**src/core/phy_timing_pkg.sv**
```systemverilog
// Shared constants and types for the turnaround timer and quality encoder
package phy_timing_pkg;

  // Clock rate in kHz so that microsecond figures give whole cycle counts
  localparam int CLK_KHZ = 25000;
  // Spacing figures in microseconds
  localparam int SHORT_SPACING_US = 10;
  localparam int MIN_SPACING_US = 2;
  // Cycle counts; exact gaps, so no rounding beyond the division
  localparam int SHORT_SPACING_CYC = SHORT_SPACING_US * CLK_KHZ / 1000;
  localparam int MIN_SPACING_CYC = MIN_SPACING_US * CLK_KHZ / 1000;
  localparam int CNT_W = 9;
  localparam logic [CNT_W-1:0] SHORT_GAP = CNT_W'(SHORT_SPACING_CYC);
  localparam logic [CNT_W-1:0] MIN_GAP = CNT_W'(MIN_SPACING_CYC);
  localparam logic [CNT_W-1:0] CNT_ZERO = 9'h000;
  localparam logic [CNT_W-1:0] CNT_ONE = 9'h001;

  // Turnaround lead time: switching finishes this many cycles plus two after the
  // transmit request, well below the short spacing
  localparam logic [CNT_W-1:0] TURN_CYC = 9'h004;

  // Quality code layout
  localparam int SNR_W = 12;
  localparam int SNR_FRAC = 4;
  localparam logic [7:0] CODE_UNSUP = 8'h00;
  localparam logic [7:0] CODE_MIN = 8'h01;
  localparam logic [7:0] CODE_MAX = 8'h33;
  localparam logic signed [SNR_W-SNR_FRAC:0] DB_LOW = -9'sd10;
  localparam logic signed [SNR_W-SNR_FRAC:0] DB_HIGH = 9'sd40;
  localparam logic [SNR_W-1:0] HALF_DB = 12'h008;

  // Link direction states, Gray along idle->rx->turn->tx
  typedef enum logic [2:0] {
    ST_IDLE = 3'h0,
    ST_RX = 3'h1,
    ST_RX2TX = 3'h3,
    ST_TX = 3'h2,
    ST_TX2RX = 3'h6,
    ST_GAP = 3'h7
  } link_state_t;

endpackage : phy_timing_pkg

```
**src/core/lq_if.sv**
```systemverilog
// Carrier between the timing core and the quality encoder
`timescale 1ns/100ps
interface lq_if;
  import phy_timing_pkg::*;
  logic snr_valid; // One-cycle pulse at packet end
  logic signed [SNR_W-1:0] snr_mean; // Mean SNR, dB with 4 fraction bits
  logic enable; // Reporting supported
  logic code_valid; // Pulse with new code
  logic [7:0] code; // Registered code
  modport core (output snr_valid, snr_mean, enable, input code_valid, code);
  modport enc (input snr_valid, snr_mean, enable, output code_valid, code);
endinterface : lq_if

```
**src/core/lq_encoder.sv**
```systemverilog
// Quantizer from mean SNR to the 8-bit link quality code
`timescale 1ns/100ps
module lq_encoder
  import phy_timing_pkg::*;
(
  input wire logic clk_i,
  input wire logic rstn_i,
  lq_if.enc lq
);

  typedef struct packed {
    logic vld;
    logic [7:0] code;
  } enc_state_t;

  enc_state_t s_r; // Registered state
  enc_state_t s_nxt; // Next state
  logic signed [SNR_W-SNR_FRAC:0] db_round; // Tied to zero, never read

  // Round to nearest dB, then clamp and offset
  function automatic logic [7:0] quantize(input logic signed [SNR_W-1:0] v);
    logic signed [SNR_W:0] t;
    logic signed [SNR_W-SNR_FRAC:0] d;
    t = {v[SNR_W-1], v} + $signed({1'b0, HALF_DB});
    d = t[SNR_W:SNR_FRAC];
    if (d <= DB_LOW) begin
      quantize = CODE_MIN;
    end else if (d >= DB_HIGH) begin
      quantize = CODE_MAX;
    end else begin
      quantize = CODE_MIN + 8'(d - DB_LOW);
    end
  endfunction

  assign db_round = '0;

  // Update once per packet
  always_comb begin
    s_nxt = s_r;
    s_nxt.vld = lq.snr_valid;
    if (lq.snr_valid) begin
      if (lq.enable) begin
        s_nxt.code = quantize(lq.snr_mean);
      end else begin
        s_nxt.code = CODE_UNSUP;
      end
    end
  end

  // State register
  always_ff @(posedge clk_i or negedge rstn_i) begin
    if (!rstn_i) begin
      s_r <= '0;
    end else begin
      s_r <= s_nxt;
    end
  end

  assign lq.code_valid = s_r.vld;
  assign lq.code = s_r.code;

endmodule // lq_encoder

```
**src/core/gap_counter.sv**
```systemverilog
// Loadable down counter that flags expiry
`timescale 1ns/100ps
module gap_counter
  import phy_timing_pkg::*;
(
  input wire logic clk_i,
  input wire logic rstn_i,
  input wire logic load_i, // Start a count
  input wire logic [CNT_W-1:0] len_i, // Cycles to count
  output logic busy_o, // Counting
  output logic done_o // Pulse in the cycle the count reaches zero
);

  typedef struct packed {
    logic [CNT_W-1:0] cnt;
    logic done;
  } cnt_state_t;

  cnt_state_t s_r; // Registered state
  cnt_state_t s_nxt; // Next state

  // Load wins over running count
  always_comb begin
    s_nxt = s_r;
    s_nxt.done = 1'b0;
    if (load_i) begin
      s_nxt.cnt = len_i;
    end else if (s_r.cnt != CNT_ZERO) begin
      s_nxt.cnt = s_r.cnt - CNT_ONE;
      s_nxt.done = (s_r.cnt == CNT_ONE);
    end
  end

  // State register
  always_ff @(posedge clk_i or negedge rstn_i) begin
    if (!rstn_i) begin
      s_r <= '0;
    end else begin
      s_r <= s_nxt;
    end
  end

  assign busy_o = (s_r.cnt != CNT_ZERO);
  assign done_o = s_r.done;

endmodule // gap_counter

```
**src/core/phy_turnaround_lqe.sv**
```systemverilog
// Turnaround and frame spacing timer with link quality reporting
`timescale 1ns/100ps
module phy_turnaround_lqe
  import phy_timing_pkg::*;
(
  input wire logic CLK_I,
  input wire logic RSTN_I,
  input wire logic BURST_I, // Burst mode select
  input wire logic LQ_EN_I, // Quality reporting supported
  input wire logic RX_LAST_I, // Last received sample, pulse
  input wire logic TX_REQ_I, // MAC wants to transmit, level
  input wire logic TX_LAST_I, // Last transmitted sample, pulse
  input wire logic SNR_VALID_I, // Packet mean SNR ready, pulse
  input wire logic signed [SNR_W-1:0] SNR_MEAN_I, // dB, 4 fraction bits
  output logic TX_READY_O, // May emit first preamble sample
  output logic RX_READY_O, // Receiver armed
  output logic TX_START_O, // Pulse: start next transmission
  output logic LQ_VALID_O, // Pulse: new code
  output logic [7:0] LQ_CODE_O // Link quality code
);

  ////////////////////////////////////////////////////////////////////////
  // State
  typedef struct packed {
    link_state_t st;
    logic tx_ready;
    logic rx_ready;
    logic tx_start;
    logic lq_valid;
    logic [7:0] lq_code;
    logic burst;
  } top_state_t;

  top_state_t s_r; // Registered state
  top_state_t s_nxt; // Next state
  logic cnt_load; // Start a count
  logic [CNT_W-1:0] cnt_len; // Count length
  logic cnt_busy; // Counter running
  logic cnt_done; // Counter expired
  lq_if lq (); // Link to the encoder

  ////////////////////////////////////////////////////////////////////////
  // Sub-blocks
  gap_counter u_gap (
    .clk_i(CLK_I),
    .rstn_i(RSTN_I),
    .load_i(cnt_load),
    .len_i(cnt_len),
    .busy_o(cnt_busy),
    .done_o(cnt_done)
  );

  assign lq.snr_valid = SNR_VALID_I;
  assign lq.snr_mean = SNR_MEAN_I;
  assign lq.enable = LQ_EN_I;

  lq_encoder u_enc (
    .clk_i(CLK_I),
    .rstn_i(RSTN_I),
    .lq(lq.enc)
  );

  ////////////////////////////////////////////////////////////////////////
  // Direction and spacing control
  // Inputs come from same-clock baseband logic, so no synchronisers.
  // Burst select is sampled only when a gap starts, so a mid-gap change
  // cannot stretch or cut the running gap.
  always_comb begin
    s_nxt = s_r;
    s_nxt.tx_start = 1'b0;
    s_nxt.lq_valid = lq.code_valid;
    cnt_load = 1'b0;
    cnt_len = TURN_CYC;
    if (lq.code_valid) begin
      s_nxt.lq_code = lq.code;
    end
    unique case (s_r.st)
      // Waiting, receiver armed
      ST_IDLE: begin
        s_nxt.rx_ready = 1'b1;
        if (TX_REQ_I) begin
          s_nxt.st = ST_RX2TX;
          s_nxt.rx_ready = 1'b0;
          cnt_load = 1'b1;
        end else if (RX_LAST_I) begin
          s_nxt.st = ST_RX;
        end
      end
      // Packet just received
      ST_RX: begin
        if (TX_REQ_I) begin
          s_nxt.st = ST_RX2TX;
          s_nxt.rx_ready = 1'b0;
          cnt_load = 1'b1;
        end else begin
          s_nxt.st = ST_IDLE;
        end
      end
      // Short fixed turnaround, well below the short spacing
      ST_RX2TX: begin
        if (cnt_done) begin
          s_nxt.st = ST_TX;
          s_nxt.tx_ready = 1'b1;
          s_nxt.tx_start = 1'b1;
        end
      end
      // Transmitting
      ST_TX: begin
        if (TX_LAST_I) begin
          s_nxt.tx_ready = 1'b0;
          s_nxt.burst = BURST_I;
          s_nxt.st = ST_GAP;
          cnt_load = 1'b1;
          // Gap counted from the last sample
          cnt_len = BURST_I ? MIN_GAP : SHORT_GAP;
        end
      end
      // Interframe gap; receiver armed at once unless in burst mode
      ST_GAP: begin
        if (cnt_busy && !s_r.burst) begin
          s_nxt.rx_ready = 1'b1;
        end
        if (cnt_done) begin
          if (TX_REQ_I) begin
            // Next transmission one gap plus two cycles after the last sample
            s_nxt.st = ST_TX;
            s_nxt.tx_ready = 1'b1;
            s_nxt.tx_start = 1'b1;
            s_nxt.rx_ready = 1'b0;
          end else begin
            s_nxt.st = ST_TX2RX;
          end
        end
      end
      // Back to receive
      ST_TX2RX: begin
        s_nxt.rx_ready = 1'b1;
        s_nxt.st = ST_IDLE;
      end
      default: begin
        s_nxt.st = ST_IDLE;
      end
    endcase
  end

  ////////////////////////////////////////////////////////////////////////
  // State register
  always_ff @(posedge CLK_I or negedge RSTN_I) begin
    if (!RSTN_I) begin
      s_r <= '0;
    end else begin
      s_r <= s_nxt;
    end
  end

  assign TX_READY_O = s_r.tx_ready;
  assign RX_READY_O = s_r.rx_ready;
  assign TX_START_O = s_r.tx_start;
  assign LQ_VALID_O = s_r.lq_valid;
  assign LQ_CODE_O = s_r.lq_code;

endmodule // phy_turnaround_lqe

```
**config.mk**
```make
export PLATFORM = sky130hd
export DESIGN_NAME = phy_turnaround_lqe
export DESIGN_NICKNAME = d
export VERILOG_FILES = /design/src/core/phy_timing_pkg.sv /design/src/core/lq_if.sv /design/src/core/lq_encoder.sv /design/src/core/gap_counter.sv /design/src/core/phy_turnaround_lqe.sv
export SDC_FILE = /design/constraint.sdc
export NUM_CORES = 1
export LEC_CHECK = 0
export ABC_CLOCK_PERIOD_IN_PS = 2000
export BUFFER_PORTS_ARGS = -buffer_cell sky130_fd_sc_hd__buf_4
export CORE_ASPECT_RATIO = 1.4
export CORE_MARGIN = 3
export CORE_UTILIZATION = 50
export DETAILED_ROUTE_END_ITERATION = 6
export PLACE_DENSITY_LB_ADDON = 0.25
export RECOVER_POWER = 50
export SLEW_MARGIN = 5
export SYNTH_ARGS = -nofsm -noshare
export SYNTH_HDL_FRONTEND = slang
export SYNTH_SLANG_ARGS = --single-unit
```
**constraint.sdc**
```tcl
create_clock -name CLK_I -period 2 [get_ports CLK_I]
set_input_delay 0.4 -clock CLK_I [delete_from_list [all_inputs] [get_ports CLK_I]]
set_output_delay 0.4 -clock CLK_I [all_outputs]
set_load 0.1 [all_outputs]
```
After elaboration in Yosys (flattened, before gate mapping)
Cells that the tools add are included.

storage, ports and cells
  flip-flop bits (word level) = 35
  bits of input ports = 20
  output and inout bits = 12
  logic and storage cells = 69

operators by class
  add/subtract/negate cells = 4
  magnitude comparators = 2
  equality and inequality tests = 12
  mux-type cells = 28
  reductions and logical operators = 12

operators with widths
  kind                     number
  $mux W8                  6
  $pmux W3 S5              1
  $add A12 B5 Y13 const B  1
  $mux W3                  4
  $mux W10                 1
  $eq A9 B1 Y1 const B     1
  $ge A9 B7 Y1 const B     1
  $le A9 B5 Y1 const B     1
  $mux W9                  1
  $reduce_bool A9 Y1       1
  $sub A9 B1 Y9 const B    1
  $add A1 B8 Y8 const A    1
  $mux W4                  2
  $sub A8 B5 Y8 const B    1
  $mux W1                  7
  $eq A3 B2 Y1 const B     2
  $eq A3 B3 Y1 const B     2
  $mux W6                  1
  $ne A2 B2 Y1 const B     3
  $reduce_and A5 Y1        1
  $ne A2 B1 Y1 const B     2
  $pmux W1 S2              2
  $pmux W1 S4              1
  $reduce_and A2 Y1        2
  other kinds (12)         12

Longest topological paths before layout
  word-level depth = 6
  mapped depth = 10
  depth with buffers taken out = 9

Modules after synthesis
A second synthesis with hierarchy kept.

unflattened totals
  cells, all modules = 253
  area total of the unflattened synthesis = 2414.8 um2

modules (own cells, without submodules)
  module              times used  cells an instance  area an instance (um2)  sequential area each (um2)
  lq_encoder          1           117                1026.0                  225.2
  phy_turnaround_lqe  1           67                 775.7                   400.4
  gap_counter         1           69                 613.1                   250.2

Least setup slack after synthesis
OpenSTA, ideal clock, no wires.

  kind = input to register
  from = input SNR_MEAN_I[3]
  to = register u_enc.s_r, in the netlist u_enc.lq.code[6]
  setup time = 0.096 ns
  arrival = 2.102 ns
  data required time = 1.904 ns
  slack = -0.198 ns
  stages = 10
  path buffers = 1
  path through = ha_1 > buf_2 > xnor2_1 > ha_1 > inv_1 > a211o_1 > a22o_1 > nand2b_2 > xnor2_1 > o32ai_2

between the ends
  cells in the longest elaborated chain, start to end = 6
  elaborated cells on any way between the ends = 8
  those cells by class = 3 x add/sub; 2 x order compare; 3 x mux

ends and longest elaborated chain
  item                  line                      source
  from (decl)           phy_turnaround_lqe.sv:14  input wire logic signed [SNR_W-1:0] SNR_MEAN_I,
  $add A12 B5 Y13 (*)   lq_encoder.sv:24          t = {v[SNR_W-1], v} + $signed({1'b0, HALF_DB});
  $sub A8 B5 Y8         lq_encoder.sv:31          quantize = CODE_MIN + 8'(d - DB_LOW);
  $add A1 B8 Y8         lq_encoder.sv:31
  $mux W8               lq_encoder.sv:28          end else if (d >= DB_HIGH) begin
  $mux W8 (*)           lq_encoder.sv:26          if (d <= DB_LOW) begin
  $mux W8 (*)           lq_encoder.sv:42          if (lq.enable) begin
  to (signal assigned)  lq_encoder.sv:55          s_r <= s_nxt;
  to (decl)             lq_encoder.sv:16          enc_state_t s_r;

Every way passes the cells marked *; elsewhere a longest branch is shown, timed or not.
A chain may end at the register's enable or synchronous reset.

Worst setup path after layout
  from = register u_gap.s_r[7] (netlist bit)
  to = register s_r, in the netlist RX_READY_O

between the ends
  cells in the longest elaborated chain, start to end = 6

ends and longest elaborated chain
  item                     line                       source
  from (decl)              gap_counter.sv:19          cnt_state_t s_r;
  from (signal assigned)   gap_counter.sv:39          s_r <= s_nxt;
  $reduce_bool A9 Y1 (*)   gap_counter.sv:43          assign busy_o = (s_r.cnt != CNT_ZERO);
  $logic_and A1 B1 Y1 (*)  phy_turnaround_lqe.sv:120  if (cnt_busy && !s_r.burst) begin
  $mux W1 (*)              phy_turnaround_lqe.sv:120
  $mux W3                  phy_turnaround_lqe.sv:124  if (TX_REQ_I) begin
  $mux W6 (*)              phy_turnaround_lqe.sv:123  if (cnt_done) begin
  $pmux W1 S4 (*)          phy_turnaround_lqe.sv:77   unique case (s_r.st)
  to (signal assigned)     phy_turnaround_lqe.sv:152  s_r <= s_nxt;
  to (decl)                phy_turnaround_lqe.sv:34   top_state_t s_r;

Every way passes the cells marked *; elsewhere a longest branch is shown, timed or not. The select of a mux whose other input is x is not followed.

==> results.toml <==
[outcome]
status = "complete, no violations"

[sta]
slew_headroom_pct = 42.9
setup-violations-final = 0
drv_slew = 0
period_needed_ps = 1890
max_freq_mhz = 529
tns_ps = 0
final_hold_viol_count = 0
tightestPinTransition_ps = 856
finClkSkew_ps = 5.35
worst_slack_ps = 109
rsz0062_at_grt = "false"
min_period_over_period_pct = 94.5

[critical_path]
r2r-end = "RX_READY_O"
cp-start-kind = "flip-flop"
required_ps = 2150
crit_type = "reg2reg"
crit_arrival_ps = 2040
r2r_cells = 6
end_kind = "flip-flop"
reg2reg_slack_ps = 110
r2r-start = "u_gap.s_r[7]"
crit_path_max_fanout = 5

[drt]
drt-initial-drc-count = 72
drt_wl_total_um = 4420
drcViolationCount = 0
via_count = 1826
viasPerCell = 5.42
firstDrtPassIters = 4
antenna_left = 0
wl_per_cell_um = 13.1

[clocking]
path_clk_slew_ps = 70
clock-sinks = 35
cts_made_buffers = 5
tritoncts = "built"
clock_latency_ps = 280
clock_path_buffers = 2
clock-root-buffer = "clkbuf_8"
cts_max_level = 2
cts_hold_buf = 0

[die]
die-area_um2 = 5340
std_cell_rows = 28
dieHeight_um = 85.3
fp.coreArea_um2 = 4270
initial_utilization_pct = 52.5
pin_count = 32
die_width_um = 62.6

[cells_and_area]
mostFrequentLayoutCells = "buf_4, dfrtp_1, nor2_1, o21ai_0, nand2_1"
syn_to_final_growth_pct = 20.0
drive_gt1_share_pct = 31.8
nets = 302
layout_commonest_cell = "buf_4"
antenna-diode-count = 0
fill_cells = 397

[global_route]
antenna_found_initial = 0
use_met1_pct = 22.5
grt_util_met3_pct = 3.31
use_met2_pct = 30.2
grt_pass1_wl_um = 7820
grt_remaining_overflow = 0
grt_pass1_vias = 1732
grt.busiest_layer = "met2"
grt_max_degree = 36
grtUsageTotal_pct = 18.3

[placed_design]
gp_congestion = 0.834
io_buffer_count = 28
post-place-ws_ps = -107
place_hpwl_um = 3280

[synthesis]
yosys_warnings = 0
syn_area_um2 = 2240
synthCells = 237
synth_cell_types = 60
synth_edf_count = 0
synth_fp_nets = 263
syn_area_per_cell_um2 = 9.47
synth_ff_type = "dfrtp_1"
synthArstFlopShare_pct = 100
ys_ff_latch = 35
seq_area_frac_synth_pct = 39.0

[power]
combPwrFrac_pct = 42.8
pwr_density_cell_nw_per_um2 = 1050
vdd_ir_drop_max_v = 0.000420
power_switching_mw = 1.11
seqPwrFrac_pct = 37.7
switching_share_pct = 39.4
intPower_mw = 1.71
p_leak_nw = 1.19
clkPwrFrac_pct = 19.5

[job]
cap_violations = 0

[min_path]
hold_path.class = "in2async"
## cell usage after synthesis (2+ instances only)
cell type / n / share of area [%]
nand3_1: 7 / 1.6
xnor2_1: 14 / 5.5
a21oi_1: 7 / 1.6
o21ai_0: 18 / 4.0
o32ai_1: 2 / 0.78
nor2b_1: 7 / 2.0
buf_6: 2 / 1.0
nor3_1: 4 / 0.89
a21o_1: 2 / 0.67
clkbuf_1: 2 / 0.33
inv_1: 12 / 2.0
nand4_1: 2 / 0.56
nand2_1: 15 / 2.5
mux2_2: 11 / 5.5
dfrtp_1: 35 / 39
xor2_1: 3 / 1.2
nor3b_1: 2 / 0.67
buf_4: 10 / 3.3
a21boi_0: 2 / 0.67
a31oi_1: 2 / 0.56
nand2b_1: 2 / 0.56
nand2_2: 3 / 0.84
nor2_1: 18 / 3.0
o22ai_1: 8 / 2.2
and3_1: 2 / 0.56
ha_1: 6 / 3.3
buf_2: 5 / 1.1
o21ai_1: 2 / 0.45
## power groups by stage
stage	registers [mW]	clock network (mW)	logic (mW)
final	1.07	0.550	1.21
after global routing	1.10	0.596	1.36
after CTS	1.07	0.576	1.15
after detailed placement	1.08	0	1.14
after global placement	1.08	0	1.13
after floorplan	1.12	0	0.825
## state kept, by name, summed over array words and instances (netlist names)
name and flops:
u_gap.s_r 9, u_gap.done_o 1, u_enc.lq.code_valid 1, TX_READY_O 1
LQ_VALID_O 1, RX_READY_O 1, s_r 4, u_enc.lq.code 8
TX_START_O 1, LQ_CODE_O 8
## how the worst max path moves through the flow
stage	to	depth (start not counted)	slack, ps	from
floorplan	u_enc.lq.code[6]	10	20	SNR_MEAN_I[3]
global route	RX_READY_O	6	3	u_gap.s_r[8]
finish	RX_READY_O	6	110	u_gap.s_r[7]
detailed placement	u_enc.lq.code[6]	10	-110	SNR_MEAN_I[3]
global placement	u_enc.lq.code[3]	8	-40	SNR_MEAN_I[4]
CTS	RX_READY_O	6	140	u_gap.s_r[6]
## metrics by stage
step / cells / power, mW / utilization [%] / hold WS (ps) / area [um^2]
final: 337 / 2.83 / 63.0 / 216 / 2690
after global routing: 337 / 3.06 / 63.0 / 278 / 2690
after CTS: 333 / 2.79 / 62.4 / 67.7 / 2670
after detailed placement: 325 / 2.22 / 60.0 / 379 / 2560
after global placement: 325 / 2.20 / 60.0 / 373 / 2560
after floorplan: 237 / 1.95 / - / 104 / 2270
## layer usage
metal	up-vias	wire [um]	part of all wire, %
li1	909	-	-
met1	863	1890	43
met2	43	2240	51
met3	11	155	3.5
met4	0	136	3.1
met5	-	0	0
## worst max-delay path, stage by stage (launching register included)
cell and delay, ps:
dfrtp_1 400, or4_4 540, nor4_4 270, nand2_2 130
a21o_1 210, a21oi_2 120, o22ai_1 90
## kinds of logic (layout without fill, tap and decap cells)
logic type	Yosys count	in the layout	synth area share, %
xor gates and xnor gates	17	17	6.63
and+or+nand+nor	76	76	18.9
muxes	13	13	6.47
AOI/OAI and AO/OA	59	59	17.8
adders and majority gates	6	6	3.34
DFF	35	35	39.0
buffers and inverters	31	71	7.80
## timing repair
action,in CTS,in global routing
setup endpoints to repair,0,2
resized for setup,0,4
buffers inserted,0,4
## area by class of cell
cell class	count	area, um^2	share of cell area [%]
Inverter	12	45.0	1.67
Timing Repair Buffer	51	377	14.0
Tap cell	60	75.1	2.79
Sequential cell	35	877	32.6
Multi-Input combinational cell	171	1220	45.3
Clock buffer	8	100	3.72
No activity file was read; power rests on OpenSTA's default activity.
